File: src/spfp_consts.svh
// Purpose: constants of the serial flash read and program sequencer
// Assumes: 25 MHz system clock
// Notes: opcodes, field positions, reset values and timing counts
`ifndef SPFP_CONSTS_SVH
`define SPFP_CONSTS_SVH

// ****************************************
// Opcodes
// ****************************************
`define SPFP_OP_READ_FAST 8'h0B
`define SPFP_OP_READ_SLOW 8'h03
`define SPFP_OP_READ_DUAL 8'h3B
`define SPFP_OP_PROGRAM 8'h02
`define SPFP_OP_STATUS 8'h05
`define SPFP_OP_ACTIVE_STATUS 8'h25
`define SPFP_OP_WRITE_ENABLE 8'h06
`define SPFP_OP_WRITE_DISABLE 8'h04

// ****************************************
// Array and status layout
// ****************************************
`define SPFP_ARRAY_AW 19
`define SPFP_ARRAY_LAST 19'h7FFFF
`define SPFP_STAT_BUSY_BIT 0
`define SPFP_STAT_WEL_BIT 1
`define SPFP_STAT_FAIL_BIT 5
`define SPFP_PAGE_BYTES 9'h100

// ****************************************
// Reset values
// ****************************************
`define SPFP_RST_WEL 1'b0
`define SPFP_RST_FAIL 1'b0
`define SPFP_RST_BYTE 8'h00

// ****************************************
// Timing
// ****************************************
`define SPFP_CLK_MHZ 25
`define SPFP_PAGE_PROGRAM_TIME_US 2000
`define SPFP_BYTE_PROGRAM_TIME_US 8
`define SPFP_BYTE_PROGRAM_CYCLES (`SPFP_BYTE_PROGRAM_TIME_US * `SPFP_CLK_MHZ)
`define SPFP_PAGE_PROGRAM_CYCLES (`SPFP_PAGE_PROGRAM_TIME_US * `SPFP_CLK_MHZ)

`endif

File: src/spfp_pkg.sv
// Purpose: types of the serial flash read and program sequencer
// Assumes: nothing
// Notes: command phases and the array write word
package spfp_pkg;

   // ****************************************
   // Command phase, one-hot
   // ****************************************
   typedef enum logic [8:0] {
      ST_IDLE = 9'h001,
      ST_ADDR = 9'h002,
      ST_DUMMY = 9'h004,
      ST_READ = 9'h008,
      ST_PROG = 9'h010,
      ST_STAT = 9'h020,
      ST_ASI = 9'h040,
      ST_HOLD = 9'h080,
      ST_IGNORE = 9'h100
   } spfp_state_t;

   // ****************************************
   // One array write
   // ****************************************
   typedef struct packed {
      logic [18:0] addr;
      logic [7:0] data;
   } spfp_wr_t;

endpackage

File: src/spfp_page_buf.sv
// Purpose: 256-byte page buffer with registered read
// Assumes: one write and one read port on the system clock
// Notes: contents are not reset, only the read register is
`timescale 1ns/1ps
`include "spfp_consts.svh"
module spfp_page_buf (
   input wire logic clock,
   input wire logic rst,
   input wire logic clkEn,
   input wire logic wrEn,
   input wire logic [7:0] wrAddr,
   input wire logic [7:0] wrData,
   input wire logic [7:0] rdAddr,
   output logic [7:0] rdData
);

   logic [7:0] mem [0:255];

   // Storage write
   always_ff @(posedge clock) begin
      if (clkEn && wrEn) begin
         mem[wrAddr] <= wrData;
      end
   end

   // Registered read
   always_ff @(posedge clock or posedge rst) begin
      if (rst) begin
         rdData <= `SPFP_RST_BYTE;
      end else if (clkEn) begin
         rdData <= mem[rdAddr];
      end
   end

endmodule

File: src/spfp_sequencer.sv
// Purpose: serial flash read, dual read, page program and busy report
// Assumes: serial pins asynchronous, array ports on the system clock
// Notes: serial clock sampled at 25 MHz, so it must stay well below
//
// Functional notes
// - accept fast and slow read opcodes
// - three address bytes, dummy for fast and dual, none for slow
// - single read shifts MSB first, address advances
// - address wraps from last byte to zero
// - chip select release tristates output at once
// - dual read takes address and one dummy
// - dual read sends two bits per clock
// - release in dual read tristates both lines
// - program starts only with write enable set
// - program opcode, address, bytes into buffer
// - bytes past page end wrap in page
// - only the last 256 bytes kept
// - program only sent bytes from start address
// - incomplete address or byte aborts program
// - protected target skips program, back idle
// - every program abort clears write enable
// - status read reports busy while programming
// - active status drives output low when done
// - write enable cleared before program finishes
// - failed byte sets program failure flag
// - program self-timed, page or byte time
// - upper five address bits ignored
// - early release performs nothing, back idle
// - unknown opcode ignored until release
`timescale 1ns/1ps
`include "spfp_consts.svh"
module spfp_sequencer #(
   parameter int PAGE_PROG_CYCLES = `SPFP_PAGE_PROGRAM_CYCLES
) (
   input wire logic clock,
   input wire logic rst,
   input wire logic clkEn,
   input wire logic csNPin,
   input wire logic sckPin,
   input wire logic siPin,
   output logic soOut,
   output logic soOe,
   output logic sioOut,
   output logic sioOe,
   output logic [18:0] arrayRdAddr,
   input wire logic [7:0] arrayRdData,
   output spfp_pkg::spfp_wr_t progWord,
   output logic progValid,
   input wire logic progReady,
   input wire logic progFail,
   input wire logic sectorProtected,
   output logic busy,
   output logic writeEnableLatch,
   output logic programFailureFlag
);

   // ****************************************
   // Pin synchronisers and edges
   // ****************************************
   logic csMeta_q, csSync_q, csDly_q;
   logic sckMeta_q, sckSync_q, sckDly_q;
   logic siMeta_q, siSync_q;

   // Two flops per pin, third only for edge finding
   always_ff @(posedge clock or posedge rst) begin
      if (rst) begin
         {csMeta_q, csSync_q, csDly_q} <= 3'h7;
         {sckMeta_q, sckSync_q, sckDly_q} <= 3'h0;
         {siMeta_q, siSync_q} <= 2'h0;
      end else if (clkEn) begin
         {csMeta_q, csSync_q, csDly_q} <= {csNPin, csMeta_q, csSync_q};
         {sckMeta_q, sckSync_q, sckDly_q} <= {sckPin, sckMeta_q, sckSync_q};
         {siMeta_q, siSync_q} <= {siPin, siMeta_q};
      end
   end

   wire csActive = !csSync_q;
   wire csRise = csSync_q && !csDly_q;
   wire sckRise = csActive && sckSync_q && !sckDly_q;
   wire sckFall = csActive && !sckSync_q && sckDly_q;

   // ****************************************
   // Input byte assembly
   // ****************************************
   spfp_pkg::spfp_state_t st_q, st_d;
   logic [7:0] inSh_q, op_q;
   logic [2:0] bitCnt_q;
   logic [1:0] addrCnt_q;
   logic [23:0] addrSh_q;
   logic [8:0] pgCnt_q;
   logic [10:0] pgBase_q;
   logic [7:0] pgStartLo_q;
   logic [7:0] wrOff_q;
   logic wel_q, fail_q, busy_q;

   wire [7:0] rxByte = {inSh_q[6:0], siSync_q};
   wire byteDone = sckRise && (bitCnt_q == 3'h7);
   wire [23:0] fullAddr = {addrSh_q[15:0], rxByte};
   wire addrDone = byteDone && (st_q == spfp_pkg::ST_ADDR) &&
                   (addrCnt_q == 2'h2);
   wire isDual = (op_q == `SPFP_OP_READ_DUAL);

   // Phase after an opcode byte
   function automatic spfp_pkg::spfp_state_t opPhase(
      input logic [7:0] op, input logic isBusy, input logic write_enable_latch);
      spfp_pkg::spfp_state_t ph;
      ph = spfp_pkg::ST_IGNORE;
      if (op == `SPFP_OP_STATUS) begin
         ph = spfp_pkg::ST_STAT;
      end else if (op == `SPFP_OP_ACTIVE_STATUS) begin
         ph = spfp_pkg::ST_DUMMY;
      end else if (isBusy) begin
         ph = spfp_pkg::ST_IGNORE;
      end else if (op == `SPFP_OP_READ_FAST || op == `SPFP_OP_READ_SLOW ||
                   op == `SPFP_OP_READ_DUAL) begin
         ph = spfp_pkg::ST_ADDR;
      end else if (op == `SPFP_OP_PROGRAM && write_enable_latch) begin
         ph = spfp_pkg::ST_ADDR;
      end else if (op == `SPFP_OP_WRITE_ENABLE ||
                   op == `SPFP_OP_WRITE_DISABLE) begin
         ph = spfp_pkg::ST_HOLD;
      end
      return ph;
   endfunction

   // Command phase; release always returns to idle
   always_comb begin
      st_d = st_q;
      if (!csActive) begin
         st_d = spfp_pkg::ST_IDLE;
      end else if (byteDone) begin
         unique case (st_q)
            spfp_pkg::ST_IDLE: begin
               st_d = opPhase(rxByte, busy_q, wel_q);
            end
            spfp_pkg::ST_ADDR: begin
               if (addrCnt_q == 2'h2) begin
                  if (op_q == `SPFP_OP_READ_SLOW) begin
                     st_d = spfp_pkg::ST_READ;
                  end else if (op_q == `SPFP_OP_PROGRAM) begin
                     st_d = spfp_pkg::ST_PROG;
                  end else begin
                     st_d = spfp_pkg::ST_DUMMY;
                  end
               end
            end
            spfp_pkg::ST_DUMMY: begin
               st_d = (op_q == `SPFP_OP_ACTIVE_STATUS) ?
                      spfp_pkg::ST_ASI : spfp_pkg::ST_READ;
            end
            spfp_pkg::ST_READ, spfp_pkg::ST_PROG, spfp_pkg::ST_STAT,
            spfp_pkg::ST_ASI, spfp_pkg::ST_HOLD, spfp_pkg::ST_IGNORE: begin
               st_d = st_q;
            end
            default: begin
               st_d = spfp_pkg::ST_IDLE;
            end
         endcase
      end
   end

   // Shift in, count bits, capture opcode and address
   always_ff @(posedge clock or posedge rst) begin
      if (rst) begin
         st_q <= spfp_pkg::ST_IDLE;
         inSh_q <= `SPFP_RST_BYTE;
         op_q <= `SPFP_RST_BYTE;
         bitCnt_q <= 3'h0;
         addrCnt_q <= 2'h0;
         addrSh_q <= 24'h000000;
      end else if (clkEn) begin
         st_q <= st_d;
         if (!csActive) begin
            bitCnt_q <= 3'h0;
            addrCnt_q <= 2'h0;
         end else if (sckRise) begin
            inSh_q <= rxByte;
            bitCnt_q <= bitCnt_q + 3'h1;
         end
         if (byteDone && st_q == spfp_pkg::ST_IDLE) begin
            op_q <= rxByte;
         end
         if (byteDone && st_q == spfp_pkg::ST_ADDR) begin
            addrSh_q <= fullAddr;
            addrCnt_q <= addrCnt_q + 2'h1;
         end
      end
   end

   // ****************************************
   // Read and status output path
   // ****************************************
   logic [18:0] rdAddr_q;
   logic [7:0] nextByte_q, outSh_q;
   logic [2:0] outCnt_q;
   logic [1:0] fetch_q;
   logic so_q, soOe_q, sio_q, sioOe_q;

   wire inRead = (st_q == spfp_pkg::ST_READ);
   wire inStat = (st_q == spfp_pkg::ST_STAT);
   wire inAsi = (st_q == spfp_pkg::ST_ASI);
   wire dualOut = inRead && isDual;
   wire [2:0] lastSlot = dualOut ? 3'h3 : 3'h7;
   wire byteStart = (outCnt_q == 3'h0);
   wire [7:0] statusByte = ({7'h00, busy_q} << `SPFP_STAT_BUSY_BIT) |
                           ({7'h00, wel_q} << `SPFP_STAT_WEL_BIT) |
                           ({7'h00, fail_q} << `SPFP_STAT_FAIL_BIT);
   wire [7:0] curByte = !byteStart ? outSh_q :
                        inRead ? nextByte_q : statusByte;
   wire shiftOut = sckFall && (inRead || inStat);
   wire loadRead = shiftOut && inRead && byteStart;
   wire fetchGo = addrDone || loadRead;
   wire [18:0] rdAddr_d = addrDone ? fullAddr[18:0] : rdAddr_q + 19'h1;

   // Address counter and two-cycle array fetch
   always_ff @(posedge clock or posedge rst) begin
      if (rst) begin
         rdAddr_q <= 19'h00000;
         fetch_q <= 2'h0;
         nextByte_q <= `SPFP_RST_BYTE;
      end else if (clkEn) begin
         if (fetchGo) begin
            rdAddr_q <= rdAddr_d;
         end
         fetch_q <= {fetch_q[0], fetchGo};
         if (fetch_q[1]) begin
            nextByte_q <= arrayRdData;
         end
      end
   end

   // Output shifter, updated on falling serial clock
   always_ff @(posedge clock or posedge rst) begin
      if (rst) begin
         {so_q, soOe_q, sio_q, sioOe_q} <= 4'h0;
         outSh_q <= `SPFP_RST_BYTE;
         outCnt_q <= 3'h0;
      end else if (clkEn) begin
         if (!csActive) begin
            {soOe_q, sioOe_q} <= 2'h0;
            outCnt_q <= 3'h0;
         end else if (shiftOut) begin
            so_q <= curByte[7];
            sio_q <= curByte[6];
            soOe_q <= 1'b1;
            sioOe_q <= dualOut;
            outSh_q <= dualOut ? {curByte[5:0], 2'h0} : {curByte[6:0], 1'b0};
            outCnt_q <= (outCnt_q == lastSlot) ? 3'h0 : outCnt_q + 3'h1;
         end else if (inAsi) begin
            so_q <= busy_q;
            soOe_q <= 1'b1;
         end
      end
   end

   // ****************************************
   // Program command: buffer fill and checks
   // ****************************************
   logic [8:0] pgLeft_q;
   logic [7:0] pgIdx_q;
   logic [15:0] tmr_q;
   logic rdPend_q, vld0_q, vld1_q;
   spfp_pkg::spfp_wr_t e0_q, e1_q;
   wire [7:0] bufRdData;

   wire inProg = (st_q == spfp_pkg::ST_PROG);
   wire progByte = byteDone && inProg;
   wire [7:0] bufWrIdx = pgStartLo_q + wrOff_q;
   wire progEnd = csRise && inProg;
   wire progOk = (pgCnt_q != 9'h000) && (bitCnt_q == 3'h0) &&
                 !sectorProtected;
   wire progStart = progEnd && progOk;
   wire progAbort = (progEnd && !progOk) || (csRise &&
                    st_q == spfp_pkg::ST_ADDR && op_q == `SPFP_OP_PROGRAM);
   wire holdEnd = csRise && (st_q == spfp_pkg::ST_HOLD) &&
                  (bitCnt_q == 3'h0);
   wire [15:0] progTime = (pgCnt_q == 9'h001) ?
                          16'(`SPFP_BYTE_PROGRAM_CYCLES) :
                          16'(PAGE_PROG_CYCLES);

   // Page buffer capture of each whole data byte
   always_ff @(posedge clock or posedge rst) begin
      if (rst) begin
         pgCnt_q <= 9'h000;
         pgBase_q <= 11'h000;
         pgStartLo_q <= `SPFP_RST_BYTE;
         wrOff_q <= `SPFP_RST_BYTE;
      end else if (clkEn) begin
         if (addrDone) begin
            pgBase_q <= fullAddr[18:8];
            pgStartLo_q <= fullAddr[7:0];
            pgCnt_q <= 9'h000;
            wrOff_q <= `SPFP_RST_BYTE;
         end else if (progByte) begin
            // Offset keeps wrapping so later bytes overwrite older ones
            wrOff_q <= wrOff_q + 8'h01;
            if (pgCnt_q != `SPFP_PAGE_BYTES) begin
               pgCnt_q <= pgCnt_q + 9'h001;
            end
         end
      end
   end

   spfp_page_buf u_page_buf (
      .clock(clock),
      .rst(rst),
      .clkEn(clkEn),
      .wrEn(progByte),
      .wrAddr(bufWrIdx),
      .wrData(rxByte),
      .rdAddr(pgIdx_q),
      .rdData(bufRdData)
   );

   // Latch and flag, set beats clear on the failure flag
   always_ff @(posedge clock or posedge rst) begin
      if (rst) begin
         wel_q <= `SPFP_RST_WEL;
         fail_q <= `SPFP_RST_FAIL;
      end else if (clkEn) begin
         if (progStart || progAbort) begin
            wel_q <= 1'b0;
         end else if (holdEnd) begin
            wel_q <= (op_q == `SPFP_OP_WRITE_ENABLE);
         end
         fail_q <= (busy_q && progFail) || (fail_q && !progStart);
      end
   end

   // ****************************************
   // Self-timed program engine and write buffer
   // ****************************************
   wire pop = vld0_q && progReady;
   wire push = rdPend_q;
   wire bufInReady = !vld1_q;
   wire issue = busy_q && (pgLeft_q != 9'h000) && !rdPend_q && bufInReady;
   wire drained = (pgLeft_q == 9'h000) && !rdPend_q && !vld0_q && !vld1_q;
   wire [18:0] pendAddr = {pgBase_q, pgIdx_q - 8'h01};
   wire spfp_pkg::spfp_wr_t pushW = '{addr: pendAddr, data: bufRdData};
   wire load0 = !vld0_q || pop;
   wire load1 = !vld1_q && push && vld0_q && !pop;

   // Busy, timer and buffer walk, only sent bytes go out
   always_ff @(posedge clock or posedge rst) begin
      if (rst) begin
         busy_q <= 1'b0;
         tmr_q <= 16'h0000;
         pgLeft_q <= 9'h000;
         pgIdx_q <= `SPFP_RST_BYTE;
         rdPend_q <= 1'b0;
      end else if (clkEn) begin
         if (progStart) begin
            busy_q <= 1'b1;
            tmr_q <= progTime;
            pgLeft_q <= pgCnt_q;
            pgIdx_q <= pgStartLo_q;
         end else begin
            if (tmr_q != 16'h0000) begin
               tmr_q <= tmr_q - 16'h0001;
            end else if (drained) begin
               busy_q <= 1'b0;
            end
            if (issue) begin
               pgLeft_q <= pgLeft_q - 9'h001;
               pgIdx_q <= pgIdx_q + 8'h01;
            end
         end
         rdPend_q <= issue;
      end
   end

   // Two-entry write buffer, stalls the engine through bufInReady
   always_ff @(posedge clock or posedge rst) begin
      if (rst) begin
         {vld0_q, vld1_q} <= 2'h0;
         e0_q <= '0;
         e1_q <= '0;
      end else if (clkEn) begin
         vld0_q <= push || vld1_q || (vld0_q && !pop);
         vld1_q <= vld1_q ? !pop : load1;
         if (load0) begin
            e0_q <= vld1_q ? e1_q : pushW;
         end
         if (load1) begin
            e1_q <= pushW;
         end
      end
   end

   assign soOut = so_q;
   assign soOe = soOe_q;
   assign sioOut = sio_q;
   assign sioOe = sioOe_q;
   assign arrayRdAddr = rdAddr_q;
   assign progWord = e0_q;
   assign progValid = vld0_q;
   assign busy = busy_q;
   assign writeEnableLatch = wel_q;
   assign programFailureFlag = fail_q;
endmodule

File: config.mk
export PLATFORM = sky130hd
export DESIGN_NAME = spfp_sequencer
export DESIGN_NICKNAME = d
export VERILOG_FILES = /design/src/spfp_pkg.sv /design/src/spfp_page_buf.sv /design/src/spfp_sequencer.sv
export VERILOG_INCLUDE_DIRS = /design/src
export SDC_FILE = /design/constraint.sdc
export NUM_CORES = 2
export LEC_CHECK = 0
export BUFFER_PORTS_ARGS = -buffer_cell sky130_fd_sc_hd__buf_2
export CAP_MARGIN = 20
export CORE_MARGIN = 4
export CORE_UTILIZATION = 30
export DETAILED_ROUTE_END_ITERATION = 6
export GPL_TIMING_DRIVEN = 0
export PLACE_DENSITY = 0.44
export SLEW_MARGIN = 30
export SYNTH_ARGS = -nofsm -noshare
export SYNTH_HDL_FRONTEND = slang
export SYNTH_SLANG_ARGS = --single-unit
File: constraint.sdc
create_clock -name clock -period 20.5 [get_ports clock]
set_input_delay 3.075 -clock clock [delete_from_list [all_inputs] [get_ports clock]]
set_output_delay 3.075 -clock clock [all_outputs]
set_load 0.01 [all_outputs]
; Word-level counts from Yosys, hierarchy flattened
; Memory sizes are Yosys's and may differ from the RTL's. A register that Yosys moved wholly into a read port is not among the register bits.
; Index checks and enable logic that the tools add are counted.
[classes]
addsub = 11
n_eq_ne = 30
mux = 53
bitwise = 3
reduce_logical = 100
[op_table]
columns = op, n
row1 = $mux 9, 14
row2 = $mux 8, 7
row3 = $mux 16, 3
row4 = $logic_and 1x1->1, 38
row5 = $pmux 9 s4, 1
row6 = $eq 8x2->1 const B, 4
row7 = $eq 8x3->1 const B, 4
row8 = $eq 8x6->1 const B, 4
row9 = $reduce_and 2->1, 15
row10 = $mux 27, 1
row11 = $reduce_bool 2->1, 11
row12 = $add 19x1->19 const B, 1
row13 = $mux 19, 1
row14 = $eq 9x1->1 const B, 2
row15 = $mux 3, 6
row16 = $reduce_bool 9->1, 2
row17 = $add 8x1->8 const B, 2
row18 = $reduce_bool 16->1, 1
row19 = $sub 16x1->16 const B, 1
row20 = $mux 1, 15
row21 = $reduce_and 3->1, 5
row22 = $logic_not 1->1, 11
row23 = $logic_or 1x1->1, 11
row24 = $mux 5, 2
row25 = other kinds (31), 35
[totals]
ff_bits = 221
ram_bits = 2048
input_bits = 17
out_inout_bits = 54
word_cells = 238
mem_count = 1
[memory_table]
columns = memory, depth, word_bits, read_ports, rd_clocked_by_memory_dff, write_ports, line
row1 = u_page_buf.mem, 256, 8, 1, 1, 1, spfp_page_buf.sv:17  ; logic [7:0] mem [0:255];

; Logic depth before layout (Yosys ltp)
[depth]
depth_word = 11
mapped_depth = 12

; By module
; From an unflattened synthesis, not the netlist that was laid out.
[unflattened]
hier_cells = 5150
area_unflattened_um2 = 91555.3
[modules_own_cells]
columns = module, n_inst, cells_per_inst, area_each_um2
row1 = spfp_page_buf, 1, 3937, 80262.0
row2 = spfp_sequencer, 1, 1213, 11293.3

; Worst setup path before layout
; OpenSTA, ideal clock, no wires.
[synth_timing]
path_type = in2reg
from = in clkEn
to = mem u_page_buf.mem[2][0], enable pin
t_arrival_ns = 5.033
required_time_ns = 20.130
setup_slack_ns = 15.097
path_stages = 8
cell_sequence = nor4bb_1 -> buf_2 -> nand2_1 -> nor3_2 -> nand3b_1 -> nor2_1 -> nand3_1 -> nor2_1
[synth_between]
elab_chain_len = 3
[synth_rtl]
columns = element, line
row1 = from (decl), spfp_sequencer.sv:37  ; input wire logic clkEn,
row2 = $logic_and 1x1->1, spfp_page_buf.sv:21  ; if (clkEn && wrEn) begin
row3 = $mux 1, spfp_page_buf.sv:21
row4 = $mux 1 (not written as such), spfp_page_buf.sv:22  ; mem[wrAddr] <= wrData;
row5 = to (decl), spfp_page_buf.sv:17
; Every way passes these cells.

; Worst setup path in the final report
[layout_timing]
from = in clkEn
to = mem u_page_buf.mem[158][5], enable pin
; Same word-level chain as after synthesis.

==> results.md <==
* Status: completed
* Overall routing resource usage at 24.33%
* Tmin final at 7.178 ns
* Fin area at 0.1069 mm^2
* Core footprint at 0.3028 mm^2
* Startpoint Class: primary input
* Number of primary I/O pins at approximately 70
* Vias in the first global route at 53.30k
* Die Y at 559.7 um
* Root Driver: clkbuf_16
* Drt wl/cell at 40.18 um
* LEAKAGE at 0.03537 uW
* Hold_buf cts at 0
* Synth Area per Inst at 17.70 um^2
* HPWL after detailed placement at 273100 um
* Final antenna-violating net count at 0
* Sequential share of the synthesized area at 73.61%
* Max-Cap Viols at 0
* Area growth syn-to-layout at 17.08%
* Synth Net Count at 5199
* Initial Utilization at around 30%
* R2r setup slk at 13.83 ns
* Fill count at about 29k
* EDFF count, synth at 2048
* Final setup fails at 0
* R2r worst-path depth at 10
* Post-synthesis cell area at 0.09130 mm^2
* Vias/cell at 5.668
* CTS clk-pin slew, worst paths at 0.06 ns
* H-tree level count at 4
* Hold Path Depth at 2
* Clock buffer depth at 4
* Arrival time at the worst endpoint at 7.69 ns
* Crit path max fanout at 10
* Largest net degree at the start of global routing at 84
* WS Path Type: primary input to register
* Placed cell area at roughly 0.1 mm^2
* Slew headroom at about a fifth
* PD cells at about 100 mW/mm^2
* Yosys warning count at 0
* Post-CTS Setup Bufs at 0
* RePlAce Congestion at between 0.9 and 1
* Synth cell types at 93
* Final count of hold timing violations at 0
* Crit. End Element: register
* Drt pass-1 iters at 7
* Most common cell after layout, fill and taps aside: edfxtp_1
* Worst slew pin tran at between 1 and 1.5 ns
* Total negative slack at 0 ns
* Commonest non-fill, non-tap cells in the layout: edfxtp_1 (2048), mux4_2 (399), nand2_1 (292), nor2_1 (253), clkbuf_16 (250)
* GRT overflow at 0
* CTS tree: done
* Peak Freq at 139.3 MHz
* Nets@finish at 5599
* Vias at around 55k
* CTS sink count at 2276
* Die Wd at 559.7 um
* Antenna violations before repair at 40
* Max incr delay on CP at 1.01 ns
* Peak VDD IR at 0.07104 mV
* 1st-iter DRT viols at around 7.9k
* Most used DFF post-synth: edfxtp_1
* Residual DRC at 0
* CTS resizes at 0
* WP data required at 21.01 ns
* Mapped Cells at 5157
* Setup Skew at approximately 0.11 ns
* Ys async rst share at 10.02%
* Aggregate routed wire length at 391600 um
* Rows at 202
* Critical path cell sequence: buf_2 -> nor4bb_1 -> buf_2 -> nand2_1 -> nor3_4 -> nand3b_1 -> nor2_1 -> nand3_1 -> nor2_1
* Final std cells w/o fill at about 9.7k
* CP max stage cell: nor2_1
* Placed instance count at 9286
* Layout cell share with drive strength beyond 1 at 24.23%
* Die area at 0.3132 mm^2
* RSZ-0062 raised after global routing: no
* Tcrit/Tclk final at 35.01%
* Clk_lat worst skew at 0.96 ns
* First-pass GRT wire length at 512500 um
* Cts bufs inserted at about 250
* Max-slew violation count at 0
* Post-layout util at 35.31%
* Worst hold path type: register to register
* Synth Register Bits at roughly 2.3k
* Port-buffer cells at 70
-- state kept, by name (all words and copies together) (netlist names), 7 cells and up --
name,flops
pgBase_q,11
pgCnt_q,9
addrSh_q,11
wrOff_q,8
pgLeft_q,9
arrayRdAddr,19
pgIdx_q,8
st_q,9
nextByte_q,8
op_q,8
pgStartLo_q,8
inSh_q,7
outSh_q,7
e1_q,27
progWord,27
tmr_q,16
u_page_buf.mem,2048
u_page_buf.rdData,8
-- where the power goes --
part / total (uW) / switching, uW / leakage [uW] / internal [uW]
logic: 707 / 547 / 0.0100 / 160
clock network: 4430 / 1920 / 0.00384 / 2500
registers: 5600 / 104 / 0.0215 / 5500
-- Yosys cell counts (24+ instances only) --
cell	count	area (um^2)
ha_1	24	300.3
a22oi_1	89	668.1
mux4_2	399	8986
o22ai_1	39	244.0
nor2_1	390	1464
a211oi_1	32	240.2
o21ai_0	167	835.8
inv_1	32	120.1
nand4_1	24	150.1
mux2_2	96	1081
nor4_1	27	168.9
nor3_1	42	210.2
a21oi_1	159	795.8
clkbuf_1	156	585.6
buf_2	68	340.3
nand3_1	133	665.6
edfxtp_1	2048	61500
mux2i_1	240	2402
buf_1	25	93.84
dfrtp_1	224	5605
a221oi_1	41	359.1
buf_4	35	262.8
nand2_1	292	1096
-- per-layer routing --
| layer | up-vias | global-route usage (%) | wire, um | share of wire [%] |
|---|---|---|---|---|
| met2 | 3107 | 36.65 | 172500 | 44 |
| li1 | 21560 | - | - | - |
| met4 | 10 | 12.51 | 24660 | 6.3 |
| met3 | 760 | 6.215 | 35480 | 9.1 |
| met5 | - | 0 | 66 | 0.017 |
| met1 | 29820 | 32.48 | 158900 | 41 |
-- cell type report --
class	instances	area [um^2]	share of cell area (%)
clock inverters	150	1321	1.236
repair buffers	151	2054	1.922
well taps	3978	4977	4.656
plain buffers	301	1574	1.472
flip-flops and latches	2276	67240	62.90
diodes	12	30.03	0.02809
multi-input cells	2547	23050	21.56
clock buffers	299	6520	6.099
inverters	33	131.4	0.1229
-- metrics by stage --
step / power [uW] / setup slack (ns) / hold slack [ns]
after floorplan: 6008 / 11.18 / 0.4426
after global placement: 6497 / 7.996 / 0.4592
after detailed placement: 6400 / 12.48 / 0.4689
after CTS: 10780 / 13.48 / 0.4825
after global routing: 11020 / 13.29 / 0.5016
final: 10740 / 13.32 / 0.4798
-- cell families after synthesis --
family | after synthesis | synth area share, %
fa+ha+maj | 25 | 0.3508
simple gates | 1038 | 5.165
compound gates | 711 | 5.110
buf+inv | 334 | 1.732
flops | 2276 | 73.61
xor+xnor | 37 | 0.3549
mux | 736 | 13.67
-- worst paths after layout --
kind | start | to
hold / removal | sioOut | sioOut
setup / recovery | clkEn | u_page_buf.mem[158][5]
max in group asynchronous | rst | inSh_q[4]
min in group asynchronous | rst | arrayRdAddr[16]
hold reg to reg | sioOut | sioOut
setup reg to reg | pgIdx_q[1] | u_page_buf.rdData[6]
-- critical path, delay by kind of cell --
family | cells | cell delay, ns
buffers and inverters | 2 | 0.67
AND/OR/NAND/NOR | 7 | 3.90
Power figures use the tool's default switching activity.
